File: src/mcdt_defs.vh
`ifndef MCDT_DEFS_VH
`define MCDT_DEFS_VH
`define MCDT_A_CTRL_A 8'h00
`define MCDT_A_CTRL_C 8'h04
`define MCDT_A_PRESC 8'h08
`define MCDT_A_IRQST 8'h0c
`define MCDT_A_IRQMSK 8'h10
`define MCDT_A_SENSOR 8'h14
`define MCDT_A_TIMER 8'h18
`define MCDT_A_COMP 8'h1c
`define MCDT_A_ZLAT 8'h20
`define MCDT_A_ZPRV 8'h24
`define MCDT_A_DEMAG 8'h28
`define MCDT_A_WEIGHT 8'h2c
`define MCDT_A_PHASE 8'h30
`define MCDT_CA_CKE 0
`define MCDT_CA_SWA 1
`define MCDT_CA_DCB 2
`define MCDT_CA_DAC 3
`define MCDT_CC_SC 0
`define MCDT_CC_OI 1
`define MCDT_IS_CI 0
`define MCDT_IS_RPI 1
`define MCDT_IS_RMI 2
`define MCDT_IM_CIM 0
`define MCDT_IM_RIM 1
`define MCDT_T_HALF 8'h80
`define MCDT_T_LOW 8'h55
`define MCDT_PRE_MAX 4'hf
`define MCDT_PRE_RST 4'h0
`endif

File: src/mcdt_core.v
// Operation
// - All delay timing uses an 8-bit step timer shiftable left or right.
// - Preloaded values apply at commutation, or on phase write in direct mode.
// - 8x8 multiplier, two cascaded zero-cross captures, demag and compare registers.
// - Autoswitched mode commutes from rotor position and registers automatically.
// - Soft commutation compares written compare value to timer, event on match.
// - With soft commutation, no compare until compare register is written.
// - Nonzero speed sensor select gives speed measure only, no six-step.
// - Switched mode: timer reaching compare value commutes and resets timer.
// - Commutation loads preloads, sets commutation flag, irq only when masked in.
// - Ratio request shifts prescaler and timer registers at next commutation.
// - Ratio request bits clear in hardware once applied.
// - Writing both ratio request bits together is ignored.
// - Switched mode: zero-cross and demag events leave the timer alone.
// - Switched overflow restarts at zero; overflow flag only when select is 00.
// - Automatic ratio updating only in autoswitched mode (autoswitch select 1).
// - Timer clock stopped while enable is 0; divider writable directly.
// - Autoswitched compare equals weight times chosen zero-cross time over 256, or the timer value when that is not above it.
// - Autoswitched at 100h: prescaler up, registers halved, resume from 80h.
// - Autoswitched zero-cross below 55h: prescaler down, registers doubled.
`timescale 1ns/10ps
`include "mcdt_defs.vh"
module mcdt_core (
    input wire pclk,
    input wire presetn,
    input wire psel,
    input wire penable,
    input wire pwrite,
    input wire [7:0] paddr,
    input wire [31:0] pwdata,
    output reg [31:0] prdata,
    output reg pready,
    output reg pslverr,
    input wire zero_cross_in,
    input wire demag_in,
    output reg commutation_pulse,
    output reg irq_req,
    output reg [7:0] phase_state_out,
    output reg six_step_ok
);
    reg [3:0] control_a_reg;
    reg [1:0] control_c_reg;
    reg [3:0] prescaler_reg;
    reg [2:0] irq_status_reg;
    reg [1:0] irq_mask_reg;
    reg [1:0] speed_sensor_select;
    reg [7:0] step_timer;
    reg [7:0] commutation_compare;
    reg [7:0] zero_cross_latest;
    reg [7:0] zero_cross_prev;
    reg [7:0] demag_capture_reg;
    reg [7:0] delay_weight;
    reg [7:0] phase_state_reg;
    reg [7:0] phase_pre_r;
    reg compare_armed_r;
    reg [14:0] div_cnt_r;
    reg [1:0] zc_sync_r;
    reg [1:0] dm_sync_r;
    reg zc_prev_r;
    reg dm_prev_r;
    reg calc_pend_r;
    wire cke = control_a_reg[`MCDT_CA_CKE];
    wire auto_mode = control_a_reg[`MCDT_CA_SWA] & (speed_sensor_select == 2'b00);
    wire soft_c = control_c_reg[`MCDT_CC_SC];
    wire wr = psel & penable & pwrite;
    // One strobe per writable register keeps every write address compare in a single place
    wire wr_ctrl_a = wr & (paddr == `MCDT_A_CTRL_A);
    wire wr_ctrl_c = wr & (paddr == `MCDT_A_CTRL_C);
    wire wr_presc = wr & (paddr == `MCDT_A_PRESC);
    wire wr_irqst = wr & (paddr == `MCDT_A_IRQST);
    wire wr_irqmsk = wr & (paddr == `MCDT_A_IRQMSK);
    wire wr_sensor = wr & (paddr == `MCDT_A_SENSOR);
    wire wr_comp = wr & (paddr == `MCDT_A_COMP);
    wire wr_zlat = wr & (paddr == `MCDT_A_ZLAT);
    wire wr_demag = wr & (paddr == `MCDT_A_DEMAG);
    wire wr_weight = wr & (paddr == `MCDT_A_WEIGHT);
    wire wr_phase = wr & (paddr == `MCDT_A_PHASE);
    wire rd = psel & ~penable & ~pwrite;
    wire addr_bad = (paddr > `MCDT_A_PHASE) | (paddr[1:0] != 2'b00);
    wire [14:0] div_end = (15'h0001 << prescaler_reg) - 15'h0001;
    wire tick = cke & (div_cnt_r == div_end);
    wire pre_top = (prescaler_reg == `MCDT_PRE_MAX);
    wire pre_bot = (prescaler_reg == 4'h0);
    wire zc_ev = zc_sync_r[1] & ~zc_prev_r;
    wire dm_ev = dm_sync_r[1] & ~dm_prev_r;
    wire [7:0] mul_src = control_a_reg[`MCDT_CA_DCB] ? zero_cross_latest : zero_cross_prev;
    // Shift-and-add multiplier, one partial product row per weight bit
    wire [15:0] pp_sum [0:8];
    assign pp_sum[0] = 16'h0000;
    genvar gi;
    generate
        for (gi = 0; gi < 8; gi = gi + 1) begin : g_mul
            wire [15:0] row = delay_weight[gi] ? ({8'h00, mul_src} << gi) : 16'h0000;
            assign pp_sum[gi + 1] = pp_sum[gi] + row;
        end
    endgenerate
    wire [15:0] product = pp_sum[8];
    wire [7:0] mul_res = product[15:8];
    wire cmp_hit = compare_armed_r & (step_timer >= commutation_compare);
    wire comm_ev = cke & cmp_hit & (~auto_mode | soft_c | ~calc_pend_r);
    wire tmr_full = tick & (step_timer == 8'hff);
    wire up_auto = auto_mode & tmr_full & ~pre_top;
    wire dn_auto = auto_mode & zc_ev & (step_timer < `MCDT_T_LOW) & ~pre_bot;
    wire up_sw = ~auto_mode & comm_ev & irq_status_reg[`MCDT_IS_RPI] & ~pre_top;
    wire dn_sw = ~auto_mode & comm_ev & irq_status_reg[`MCDT_IS_RMI] & ~pre_bot;
    wire shr = up_auto | up_sw;
    wire shl = dn_auto | dn_sw;
    wire [1:0] req_wr = pwdata[`MCDT_IS_RMI:`MCDT_IS_RPI];
    always @(posedge pclk or negedge presetn) begin
        if (!presetn) begin
            zc_sync_r <= 2'b00;
            dm_sync_r <= 2'b00;
            zc_prev_r <= 1'b0;
            dm_prev_r <= 1'b0;
        end else begin
            zc_sync_r <= {zc_sync_r[0], zero_cross_in};
            dm_sync_r <= {dm_sync_r[0], demag_in};
            zc_prev_r <= zc_sync_r[1];
            dm_prev_r <= dm_sync_r[1];
        end
    end
    always @(posedge pclk or negedge presetn) begin
        if (!presetn) begin
            div_cnt_r <= 15'h0000;
        end else if (!cke || tick || shr || shl) begin
            div_cnt_r <= 15'h0000;
        end else begin
            div_cnt_r <= div_cnt_r + 15'h0001;
        end
    end
    // Timer and related registers shift together so stored times keep meaning after a ratio change
    always @(posedge pclk or negedge presetn) begin
        if (!presetn) begin
            step_timer <= 8'h00;
            commutation_compare <= 8'h00;
            zero_cross_latest <= 8'h00;
            zero_cross_prev <= 8'h00;
            demag_capture_reg <= 8'h00;
            compare_armed_r <= 1'b0;
            calc_pend_r <= 1'b0;
            prescaler_reg <= `MCDT_PRE_RST;
        end else begin
            if (wr_presc && !cke) begin
                prescaler_reg <= pwdata[3:0];
            end else if (shr) begin
                prescaler_reg <= prescaler_reg + 4'h1;
            end else if (shl) begin
                prescaler_reg <= prescaler_reg - 4'h1;
            end
            if (shr) begin
                step_timer <= up_auto ? `MCDT_T_HALF : {1'b0, step_timer[7:1]};
                commutation_compare <= {1'b0, commutation_compare[7:1]};
                zero_cross_latest <= {1'b0, zero_cross_latest[7:1]};
                zero_cross_prev <= {1'b0, zero_cross_prev[7:1]};
                demag_capture_reg <= {1'b0, demag_capture_reg[7:1]};
                calc_pend_r <= auto_mode & ~soft_c;
                // A switched commutation still restarts the timer and disarms while the ratio moves
                if (comm_ev && !auto_mode) begin
                    step_timer <= 8'h00;
                    compare_armed_r <= 1'b0;
                end
            end else if (shl) begin
                step_timer <= dn_auto ? 8'h00 : {step_timer[6:0], 1'b0};
                commutation_compare <= {commutation_compare[6:0], 1'b0};
                zero_cross_latest <= dn_auto ? {step_timer[6:0], 1'b0} : {zero_cross_latest[6:0], 1'b0};
                zero_cross_prev <= dn_auto ? {zero_cross_latest[6:0], 1'b0} : {zero_cross_prev[6:0], 1'b0};
                demag_capture_reg <= {demag_capture_reg[6:0], 1'b0};
                calc_pend_r <= auto_mode & ~soft_c;
                if (dn_auto) begin
                    compare_armed_r <= 1'b0;
                end
                if (comm_ev && !auto_mode) begin
                    step_timer <= 8'h00;
                    compare_armed_r <= 1'b0;
                end
            end else begin
                if (comm_ev && !auto_mode) begin
                    step_timer <= 8'h00;
                end else if (auto_mode && zc_ev) begin
                    step_timer <= 8'h00;
                end else if (tick) begin
                    step_timer <= step_timer + 8'h01;
                end
                if (auto_mode && zc_ev) begin
                    zero_cross_prev <= zero_cross_latest;
                    zero_cross_latest <= step_timer;
                    calc_pend_r <= ~soft_c;
                    compare_armed_r <= soft_c ? 1'b0 : compare_armed_r;
                end else if (wr_zlat && auto_mode) begin
                    zero_cross_prev <= zero_cross_latest;
                    zero_cross_latest <= pwdata[7:0];
                end
                if (auto_mode && dm_ev) begin
                    demag_capture_reg <= step_timer;
                end else if (wr_demag) begin
                    demag_capture_reg <= pwdata[7:0];
                end
                if (wr_comp && (soft_c || !auto_mode)) begin
                    commutation_compare <= pwdata[7:0];
                    compare_armed_r <= 1'b1;
                end else if (calc_pend_r && auto_mode && !soft_c) begin
                    commutation_compare <= (mul_res <= step_timer) ? step_timer : mul_res;
                    compare_armed_r <= 1'b1;
                    calc_pend_r <= 1'b0;
                end else if (comm_ev) begin
                    compare_armed_r <= 1'b0;
                end
            end
        end
    end
    // Set wins over a software clear on the same cycle
    always @(posedge pclk or negedge presetn) begin
        if (!presetn) begin
            irq_status_reg <= 3'b000;
        end else begin
            if (wr_irqst) begin
                irq_status_reg[`MCDT_IS_CI] <= pwdata[`MCDT_IS_CI];
                if (req_wr != 2'b11) begin
                    irq_status_reg[`MCDT_IS_RMI:`MCDT_IS_RPI] <= req_wr;
                end
            end
            if (comm_ev) begin
                irq_status_reg[`MCDT_IS_CI] <= 1'b1;
            end
            if (up_sw || (comm_ev && !auto_mode && irq_status_reg[`MCDT_IS_RPI])) begin
                irq_status_reg[`MCDT_IS_RPI] <= 1'b0;
            end
            if (dn_sw || (comm_ev && !auto_mode && irq_status_reg[`MCDT_IS_RMI])) begin
                irq_status_reg[`MCDT_IS_RMI] <= 1'b0;
            end
            if (up_auto) begin
                irq_status_reg[`MCDT_IS_RPI] <= 1'b1;
            end
            if (dn_auto) begin
                irq_status_reg[`MCDT_IS_RMI] <= 1'b1;
            end
        end
    end
    // Overflow set wins over a software write in the same cycle
    always @(posedge pclk or negedge presetn) begin
        if (!presetn) begin
            control_c_reg <= 2'b00;
        end else begin
            if (wr_ctrl_c) begin
                control_c_reg <= pwdata[1:0];
            end
            if (tmr_full && !up_auto && speed_sensor_select == 2'b00) begin
                control_c_reg[`MCDT_CC_OI] <= 1'b1;
            end else if (up_auto && speed_sensor_select == 2'b00) begin
                control_c_reg[`MCDT_CC_OI] <= 1'b1;
            end
        end
    end
    // Preloaded phase state applies at commutation or directly in direct access mode
    always @(posedge pclk or negedge presetn) begin
        if (!presetn) begin
            control_a_reg <= 4'h0;
            irq_mask_reg <= 2'b00;
            speed_sensor_select <= 2'b00;
            delay_weight <= 8'h00;
            phase_pre_r <= 8'h00;
            phase_state_reg <= 8'h00;
        end else begin
            if (wr_ctrl_a) begin
                control_a_reg <= pwdata[3:0];
            end
            if (wr_irqmsk) begin
                irq_mask_reg <= pwdata[1:0];
            end
            if (wr_sensor) begin
                speed_sensor_select <= pwdata[1:0];
            end
            if (wr_weight) begin
                delay_weight <= pwdata[7:0];
            end
            if (wr_phase) begin
                phase_pre_r <= pwdata[7:0];
            end
            if (wr_phase && control_a_reg[`MCDT_CA_DAC]) begin
                phase_state_reg <= pwdata[7:0];
            end else if (comm_ev && !control_a_reg[`MCDT_CA_DAC]) begin
                phase_state_reg <= phase_pre_r;
            end
        end
    end
    // Read data is decoded in the setup cycle so it stands together with pready
    reg [31:0] rd_mux;
    always @* begin
        rd_mux = 32'h00000000;
        case (paddr)
            `MCDT_A_CTRL_A: rd_mux = {28'h0000000, control_a_reg};
            `MCDT_A_CTRL_C: rd_mux = {30'h00000000, control_c_reg};
            `MCDT_A_PRESC: rd_mux = {28'h0000000, prescaler_reg};
            `MCDT_A_IRQST: rd_mux = {29'h00000000, irq_status_reg};
            `MCDT_A_IRQMSK: rd_mux = {30'h00000000, irq_mask_reg};
            `MCDT_A_SENSOR: rd_mux = {30'h00000000, speed_sensor_select};
            `MCDT_A_TIMER: rd_mux = {24'h000000, step_timer};
            `MCDT_A_COMP: rd_mux = {24'h000000, commutation_compare};
            `MCDT_A_ZLAT: rd_mux = {24'h000000, zero_cross_latest};
            `MCDT_A_ZPRV: rd_mux = {24'h000000, zero_cross_prev};
            `MCDT_A_DEMAG: rd_mux = {24'h000000, demag_capture_reg};
            `MCDT_A_WEIGHT: rd_mux = {24'h000000, delay_weight};
            `MCDT_A_PHASE: rd_mux = {24'h000000, phase_state_reg};
            default: rd_mux = 32'h00000000;
        endcase
    end
    always @(posedge pclk or negedge presetn) begin
        if (!presetn) begin
            prdata <= 32'h00000000;
            pready <= 1'b0;
            pslverr <= 1'b0;
        end else begin
            pready <= psel & ~penable;
            pslverr <= psel & ~penable & addr_bad;
            if (rd) begin
                prdata <= rd_mux;
            end
        end
    end
    wire irq_comm = irq_status_reg[`MCDT_IS_CI] & irq_mask_reg[`MCDT_IM_CIM];
    wire irq_ratio = (|irq_status_reg[`MCDT_IS_RMI:`MCDT_IS_RPI]) & irq_mask_reg[`MCDT_IM_RIM] & auto_mode;
    // Motor side outputs are registered apart from the bus answer
    always @(posedge pclk or negedge presetn) begin
        if (!presetn) begin
            commutation_pulse <= 1'b0;
            irq_req <= 1'b0;
            phase_state_out <= 8'h00;
            six_step_ok <= 1'b1;
        end else begin
            commutation_pulse <= comm_ev;
            irq_req <= irq_comm | irq_ratio;
            phase_state_out <= phase_state_reg;
            six_step_ok <= (speed_sensor_select == 2'b00);
        end
    end
endmodule

File: config.mk
export PLATFORM = sky130hd
export DESIGN_NAME = mcdt_core
export DESIGN_NICKNAME = d
export VERILOG_FILES = /design/src/mcdt_core.v
export VERILOG_INCLUDE_DIRS = /design/src /design/src/src
export SDC_FILE = /design/constraint.sdc
export NUM_CORES = 1
export LEC_CHECK = 0
export BUFFER_PORTS_ARGS = -buffer_cell sky130_fd_sc_hd__buf_2
export CAP_MARGIN = 20
export CORE_ASPECT_RATIO = 0.7
export CORE_UTILIZATION = 55
export CTS_CLUSTER_DIAMETER = 80
export DETAILED_ROUTE_END_ITERATION = 8
export PLACE_DENSITY = 0.76
export SLEW_MARGIN = 40
export SYNTH_ARGS = -nofsm -noshare
export SYNTH_HDL_FRONTEND = slang
export SYNTH_SLANG_ARGS = --single-unit
File: constraint.sdc
create_clock -name pclk -period 16.21 [get_ports pclk]
set_input_delay 1.621 -clock pclk [delete_from_list [all_inputs] [get_ports pclk]]
set_output_delay 1.621 -clock pclk [all_outputs]
set_load 0.02 [all_outputs]
==> results.md, run 1 <==
* Mapped cell area at approximately 9600 sq um
* Share of layout cells above drive strength 1 at 12.25%
* Synth top area share at about a third
* Sinks on Clock Net at about 130
* Unique masters post-synth at between 70 and 80
* Hold Crit Class: flop to flop
* Core area at between 15000 and 20000 sq um
* Worst setup EP type: flop
* Initial antenna violation count at 0
* Avg WL per Cell at ~20 um
* I/O Buffers at 43
* Final Critical Period at about 7600 ps
* Post-synth EDFFs at 0
* Largest register FFs at 15
* Iter 0 DRT Violations at approximately 1500
* Post-Layout Cell Count at between 1000 and 1500
* DRC at 2
* Async S/R FF share, synth at 100.0%
* Top reg by flops: div_cnt_r
* Slew headroom at a little over two fifths
* Post-route setup TNS at 0 ps
* Worst setup path class: flop to flop
* PD cells at around 80 nW/um^2
* Cell taking the most area after synthesis: dfrtp_1
* Final clock skew at about 9 ps
* Vias per inst at between 6 and 7
* I/O Pins at a little over 90
* CTS tree: done
* WHS at ~350 ps
* Post-cts resize count at 0
* Synth warn at 0
* Worst-margin pin slew at ~840 ps
* Worst Setup SP: control_a_reg[2]
* Root Buffer Master: clkbuf_16
* Max stage delay on crit path at 780 ps
* Antenna diode count at 0
* Slowest stage cell, crit path: mux2i_1
* Total CTS buffers at 17
* Top cells by area, synth: dfrtp_1, fa_1, ha_1
* Drt first pass iters at 9
* Slew Viols, Final at 0
* FF-to-FF Start: control_a_reg[2]
* MaxCap Viol Count at 0
* CTS Hold Bufs at 0
* Grt total ovfl at 0
* Cells after DPL at around 1300
* Skew-Pair Late Insertion Delay at around 430 ps
* Placed cell areas at 9851 sq um
* Seq/Total Area, Yosys at between 30% and 40%
* CP Data Arrival Time at 7930 ps
* Syn Area/Cell at just under 9 sq um
* Gr usage total at 31.36%
* Final Cell Area at between 10000 and 15000 sq um
* Tcrit/Tclk final at between 40% and 50%
* Violated checks: design-rule violations
* Clock transition at path regs at roughly 60 ps
* Die Ht at 112.4 um
* Cell Rows at 39
* CP startpoint kind: flop
* Final wirelength at 27.14 mm
* Vias in the first global route at 7818
* Final setup vio count at 0
* # Post-CTS Setup Buffers at 0
* # H-tree levels at 4
* Die width at about 160 um
* Final Hold Fails at 0
* Final ANT Viol Nets at 0
* F_max at between 100 and 150 MHz
* Routed via count at roughly 8500
* Synth-to-Final Area Change at 9.335%
* Crit-path cells: mux2i_1 -> nor2b_1 -> fa_1 -> fa_1 -> inv_1 -> fa_1 -> inv_1 -> ha_1 -> ha_1 -> nand4b_1 -> or4_1 -> a22oi_1 -> a21oi_1 -> xnor2_1 -> ha_1 -> a21o_1 -> a221o_1 -> a221oi_1 -> a41oi_2 -> o311ai_0 -> o21ai_0 -> a311oi_1
* Status: complete, but fails checks
* NumNets Final at roughly 1200
* Post-synth top flop: dfrtp_1
* Initial Util at 57.51%
* P_leak at ~4.6 nW
* First-pass GRT wire length at ~44 mm
* RD Place Congestion at 0.9366
* Post-DP HPWL at 19.64 mm
* CTS Buffer Depth at 2
* Hold_sp: dm_sync_r[0]
* Pin count of the biggest net entering global routing at 48
* Syn Inst Count at 1070
* RSZ-0062 raised after global routing: false
* Maximum VDD drop at about 0.057 mV
* Die Area at 17940 sq um
* Flops & latches, synth at roughly 130
* CP Max Fanout at 11
* Required time of the critical path at about 17000 ps
## power breakdown
group          switching (W)  leakage (nW)  internal (W)
registers          0.0000251          1.48      0.000328
clock network       0.000169         0.288      0.000220
logic              0.0000605          2.84     0.0000367
## metal layers
metal | track usage [%] | vias up | routed length (um)
li1 | - | 3790 | -
met1 | 49.04 | 4076 | 12260
met2 | 41.51 | 565 | 10760
met3 | 8.500 | 58 | 3663
met4 | 9.231 | 0 | 448
met5 | 0 | - | 0
## cell usage in the layout (no fill, tap or decap), types with 20 or more instances in the layout
cell | synthesis | routed
dfrtp_1 | 124 | 123
a22oi_1 | 26 | 26
conb_1 | 1 | 24
mux2_2 | 26 | 26
a211oi_1 | 25 | 25
nor2b_1 | 38 | 38
mux2i_1 | 20 | 20
nand3_1 | 36 | 35
a21oi_1 | 56 | 56
buf_2 | 15 | 42
xnor2_1 | 27 | 27
nand2_1 | 78 | 78
nor2_1 | 119 | 116
inv_1 | 73 | 73
o21ai_0 | 36 | 36
ha_1 | 48 | 48
fa_1 | 38 | 38
## final cells by class
class	count	area [sq um]
Fill cell	1378	6177
Multi-Input combinational cell	817	5877
Sequential cell	125	3131
Clock buffer	17	425.4
Timing Repair Buffer	54	300.3
Tap cell	225	281.5
Inverter	74	277.8
Clock inverter	15	170.2
## worst max-delay path: cells and delay by family (launching register included)
| family | cells | cell delay [ps] |
|---|---|---|
| adders and majority gates | 6 | 2350 |
| buffers and inverters | 2 | 100 |
| AOI/OAI and AO/OA | 9 | 2470 |
| and+or+nand+nor | 3 | 870 |
| muxes | 1 | 780 |
| DFF | 1 | 690 |
| xor gates and xnor gates | 1 | 230 |
## stage by stage
stage / util, % / worst slack (ps) / total power (W)
after floorplan: - / 9712 / 0.0004183
after global placement: 59.12 / 8704 / 0.0004491
after detailed placement: 59.20 / 8730 / 0.0004529
after CTS: 62.78 / 8682 / 0.0008382
after global routing: 62.88 / 8145 / 0.0008651
final: 62.88 / 8606 / 0.0008392
## cell families after synthesis
kind of cell / Yosys count / synth area share (%)
other: 1 / 0.03919
buffers and inverters: 151 / 7.139
adder cells (fa/ha/maj): 87 / 14.33
AND/OR/NAND/NOR: 373 / 19.26
flip-flops: 125 / 32.70
XOR/XNOR: 37 / 3.386
AO/OA/AOI/OAI: 249 / 17.87
multiplexers: 47 / 5.269
## cells in the mapped netlist (5+ instances only)
| master | count |
|---|---|
| nand3b_1 | 5 |
| and2_1 | 16 |
| nor2_1 | 119 |
| nand2b_1 | 15 |
| a211oi_1 | 25 |
| a21oi_1 | 56 |
| nand3_1 | 36 |
| and3_1 | 12 |
| buf_2 | 15 |
| fa_1 | 38 |
| o22ai_1 | 6 |
| a21o_1 | 9 |
| o211ai_1 | 11 |
| xor2_1 | 10 |
| a222oi_1 | 8 |
| buf_4 | 26 |
| a22oi_1 | 26 |
| dfrtp_1 | 124 |
| a31oi_1 | 13 |
| o21ai_0 | 36 |
| clkbuf_1 | 31 |
| xnor2_1 | 27 |
| mux2_2 | 26 |
| nor2b_1 | 38 |
| a221oi_1 | 11 |
| inv_1 | 73 |
| nand2_1 | 78 |
| nand4_1 | 6 |
| a22o_1 | 6 |
| mux2i_1 | 20 |
| buf_1 | 5 |
| nor3_1 | 13 |
| ha_1 | 48 |
## worst paths after layout
path	end	slack, ps	depth (start not counted)
min	dm_sync_r[1]	350	0
max in group asynchronous	phase_pre_r[4]	14040	2
min reg2reg	dm_sync_r[1]	350	0
max	commutation_compare[7]	8610	22
max reg2reg	commutation_compare[7]	8610	22
min in group asynchronous	div_cnt_r[2]	1160	1
Power figures use the tool's default switching activity.
==> run 2, diff against run 1 <==
- clock period: 16.21 -> 7.1 ns (I/O delays scaled with it)
==> run 2 against run 1 <==
The flow now finishes without violations. Global-route usage up 0.33 points. Sequential share of layout area is 0.93 points lower. Hold slack worse by 71 ps. Critical path type unchanged.
==> results.md, run 2 (synthesized netlist as in run 1, its figures left out) <==
* Worst setup path class: flop to flop
* Sinks on Clock Net at 125 (unchanged)
* CP startpoint kind: flop
* Core area at 16640 sq um (unchanged)
* Vias in the first global route at 7887 (+0.88%)
* CTS Buffer Depth at 2 (unchanged)
* Slew headroom at 42.96% (+0.63 points)
* Root Buffer Master: clkbuf_16
* Skew-Pair Late Insertion Delay at 420 ps (about the same)
* GRT busiest layer: met1
* Initial antenna violation count at 0 (unchanged)
* Commonest non-fill, non-tap cell in the layout: dfrtp_1
* Clock transition at path regs at 70 ps (about the same)
* Slew Viols, Final at 0 (unchanged)
* CTS tree: done
* Worst setup EP type: flop
* Vias per inst at 6.311 (-1.4%)
* MaxCap Viol Count at 0 (unchanged)
* CTS Hold Bufs at 0 (unchanged)
* NumNets Final at 1254 (+2.6%)
* Final Hold Fails at 0 (unchanged)
* Worst-margin pin slew at 853.0 ps (+12.04 ps)
* Antenna diode count at 0 (unchanged)
* Final wirelength at 27.83 mm (+2.6%)
* Hold Crit Class: input port to async pin
* F_max at 145.9 MHz (+11%)
* Required time of the critical path at 7440 ps (-9090 ps)
* P_leak at 4.797 nW (+4.1%)
* Final Critical Period at 6856 ps (-747.9 ps)
* Max stage delay on crit path at 540 ps (-240 ps)
* Slowest stage cell, crit path: fa_1
* PD cells at 181.5 nW/um^2 (+130%)
* Final Cell Area at 10800 sq um (+3.2%)
* Tot Pwr at 0.001960 W (+130%)
* Die width at 159.7 um (unchanged)
* Drt first pass iters at 7 (-2)
* Synth-to-Final Area Change at 12.83%
* Maximum VDD drop at 0.1313 mV (+130%)
* Iter 0 DRT Violations at 1310 (-10%)
* Placed cell areas at 10080 sq um (+2.4%)
* Gr usage total at 31.69% (+0.33 points)
* Routed via count at 8576 (+1.0%)
* Tcrit/Tclk final at 96.56% (+50 points)
* DRC at 0 (-2)
* Largest register FFs at 15 (unchanged)
* CP Data Arrival Time at 7190 ps (-740 ps)
* Crit path max-delay family: adder cells
* Most frequent cells in the layout: dfrtp_1, nor2_1, nand2_1, inv_1, a21oi_1
* Share of layout cells above drive strength 1 at 15.61% (+3.4 points)
* Final ANT Viol Nets at 0 (unchanged)
* Pin count of the biggest net entering global routing at 82 (+71%)
* GR Util met1 at 48.17% (-0.87 points)
* Buf/Inv on CP at 6 (+4)
* Avg WL per Cell at 20.48 um (+0.15%)
* Final setup vio count at 0 (unchanged)
* First-pass GRT wire length at 43.96 mm (+0.92%)
* Post-DP HPWL at 19.78 mm (+0.73%)
* RD Place Congestion at 0.8990 (-4.0%)
* I/O Buffers at 43 (unchanged)
* Met3 Use GR at 10.38% (+1.9 points)
* Initial Util at 57.51% (unchanged)
* Total CTS buffers at 17 (unchanged)
* Status: complete, no violations
* Die Ht at 112.4 um (unchanged)
* Die Area at 17940 sq um (unchanged)
* # H-tree levels at 4 (unchanged)
* Cell Rows at 39 (unchanged)
* Final clock skew at 9.593 ps (+0.6404 ps)
* Met2 Use GR at 42.85% (+1.3 points)
* Grt total ovfl at 0 (unchanged)
* CP Max Fanout at 7 (-4)
* I/O Pins at 92 (unchanged)
* Top reg by flops: div_cnt_r
[run 2: where the power goes]
| part | total, W | switching, W | leakage (nW) | internal [W] |
|---|---|---|---|---|
| Combinational | 0.000256 | 0.000154 | 3.02 | 0.000102 |
| Sequential | 0.000801 | 0.0000522 | 1.48 | 0.000749 |
| Clock | 0.000903 | 0.000363 | 0.301 | 0.000540 |
| Total | 0.00196 | 0.000569 | 4.80 | 0.00139 |
[run 2: stage by stage]
stage	hold slack (ps)	utilization (%)	instances	setup WS, ps	setup TNS, ps
after floorplan	331.2	-	1093	601.8	0
after global placement	332.8	60.43	1323	177.3	0
after detailed placement	334.7	60.60	1323	53.21	0
after CTS	298.6	64.26	1355	20.93	0
after global routing	331.0	64.88	1359	-63.75	-83.28
final	275.4	64.88	1359	244.3	0
[run 2: layout make-up]
type	count	area (sq um)
multi-input cells	817	5951
fillers	1345	5843
flip-flops and latches	125	3131
repair buffers	86	546.8
clock buffers	18	439.2
well taps	225	281.5
inverters	74	277.8
clock inverters	14	170.2
[run 2: final timing paths]
| path | start | to | slack (ps) | cells past startpoint |
|---|---|---|---|---|
| worst max register to register | control_a_reg[2] | commutation_compare[1] | 240 | 26 |
| max in group asynchronous | presetn | control_a_reg[2] | 5680 | 2 |
| worst min-delay path | presetn | div_cnt_r[0] | 280 | 1 |
| worst max-delay path | control_a_reg[2] | commutation_compare[1] | 240 | 26 |
| min in group pclk | zc_sync_r[0] | zc_sync_r[1] | 350 | 0 |
| worst min register to register | zc_sync_r[0] | zc_sync_r[1] | 350 | 0 |
[run 2: metal layers]
metal / routed length, um / part of all wire (%) / vias up
met2: 11070 / 40 / 560
met3: 3871 / 14 / 56
met5: 0 / 0 / -
met1: 12450 / 45 / 4112
met4: 440 / 1.6 / 0
li1: - / - / 3848
[run 2: repair_timing]
item                       CTS  global route
setup endpoints to repair    0             8
resized for setup            0            16
setup buffers                0             4
[run 2: worst register-to-register path, stage by stage, from the launching register on]
cell      delay (ps)
dfrtp_2          440
buf_4            180
mux2_2           380
and2_1           190
fa_1             540
inv_1             60
fa_1             530
inv_1             50
fa_1             530
inv_1             50
fa_1             520
inv_1             40
ha_1             230
nor4_4           330
nand2_1          130
nand4_1          180
nand2_1          130
xor2_2           180
ha_1             290
and3_1           230
a221o_1          320
a221oi_2         330
a41oi_4          110
buf_4            200
mux2i_1          120
a211o_1          320
a31oi_1          160
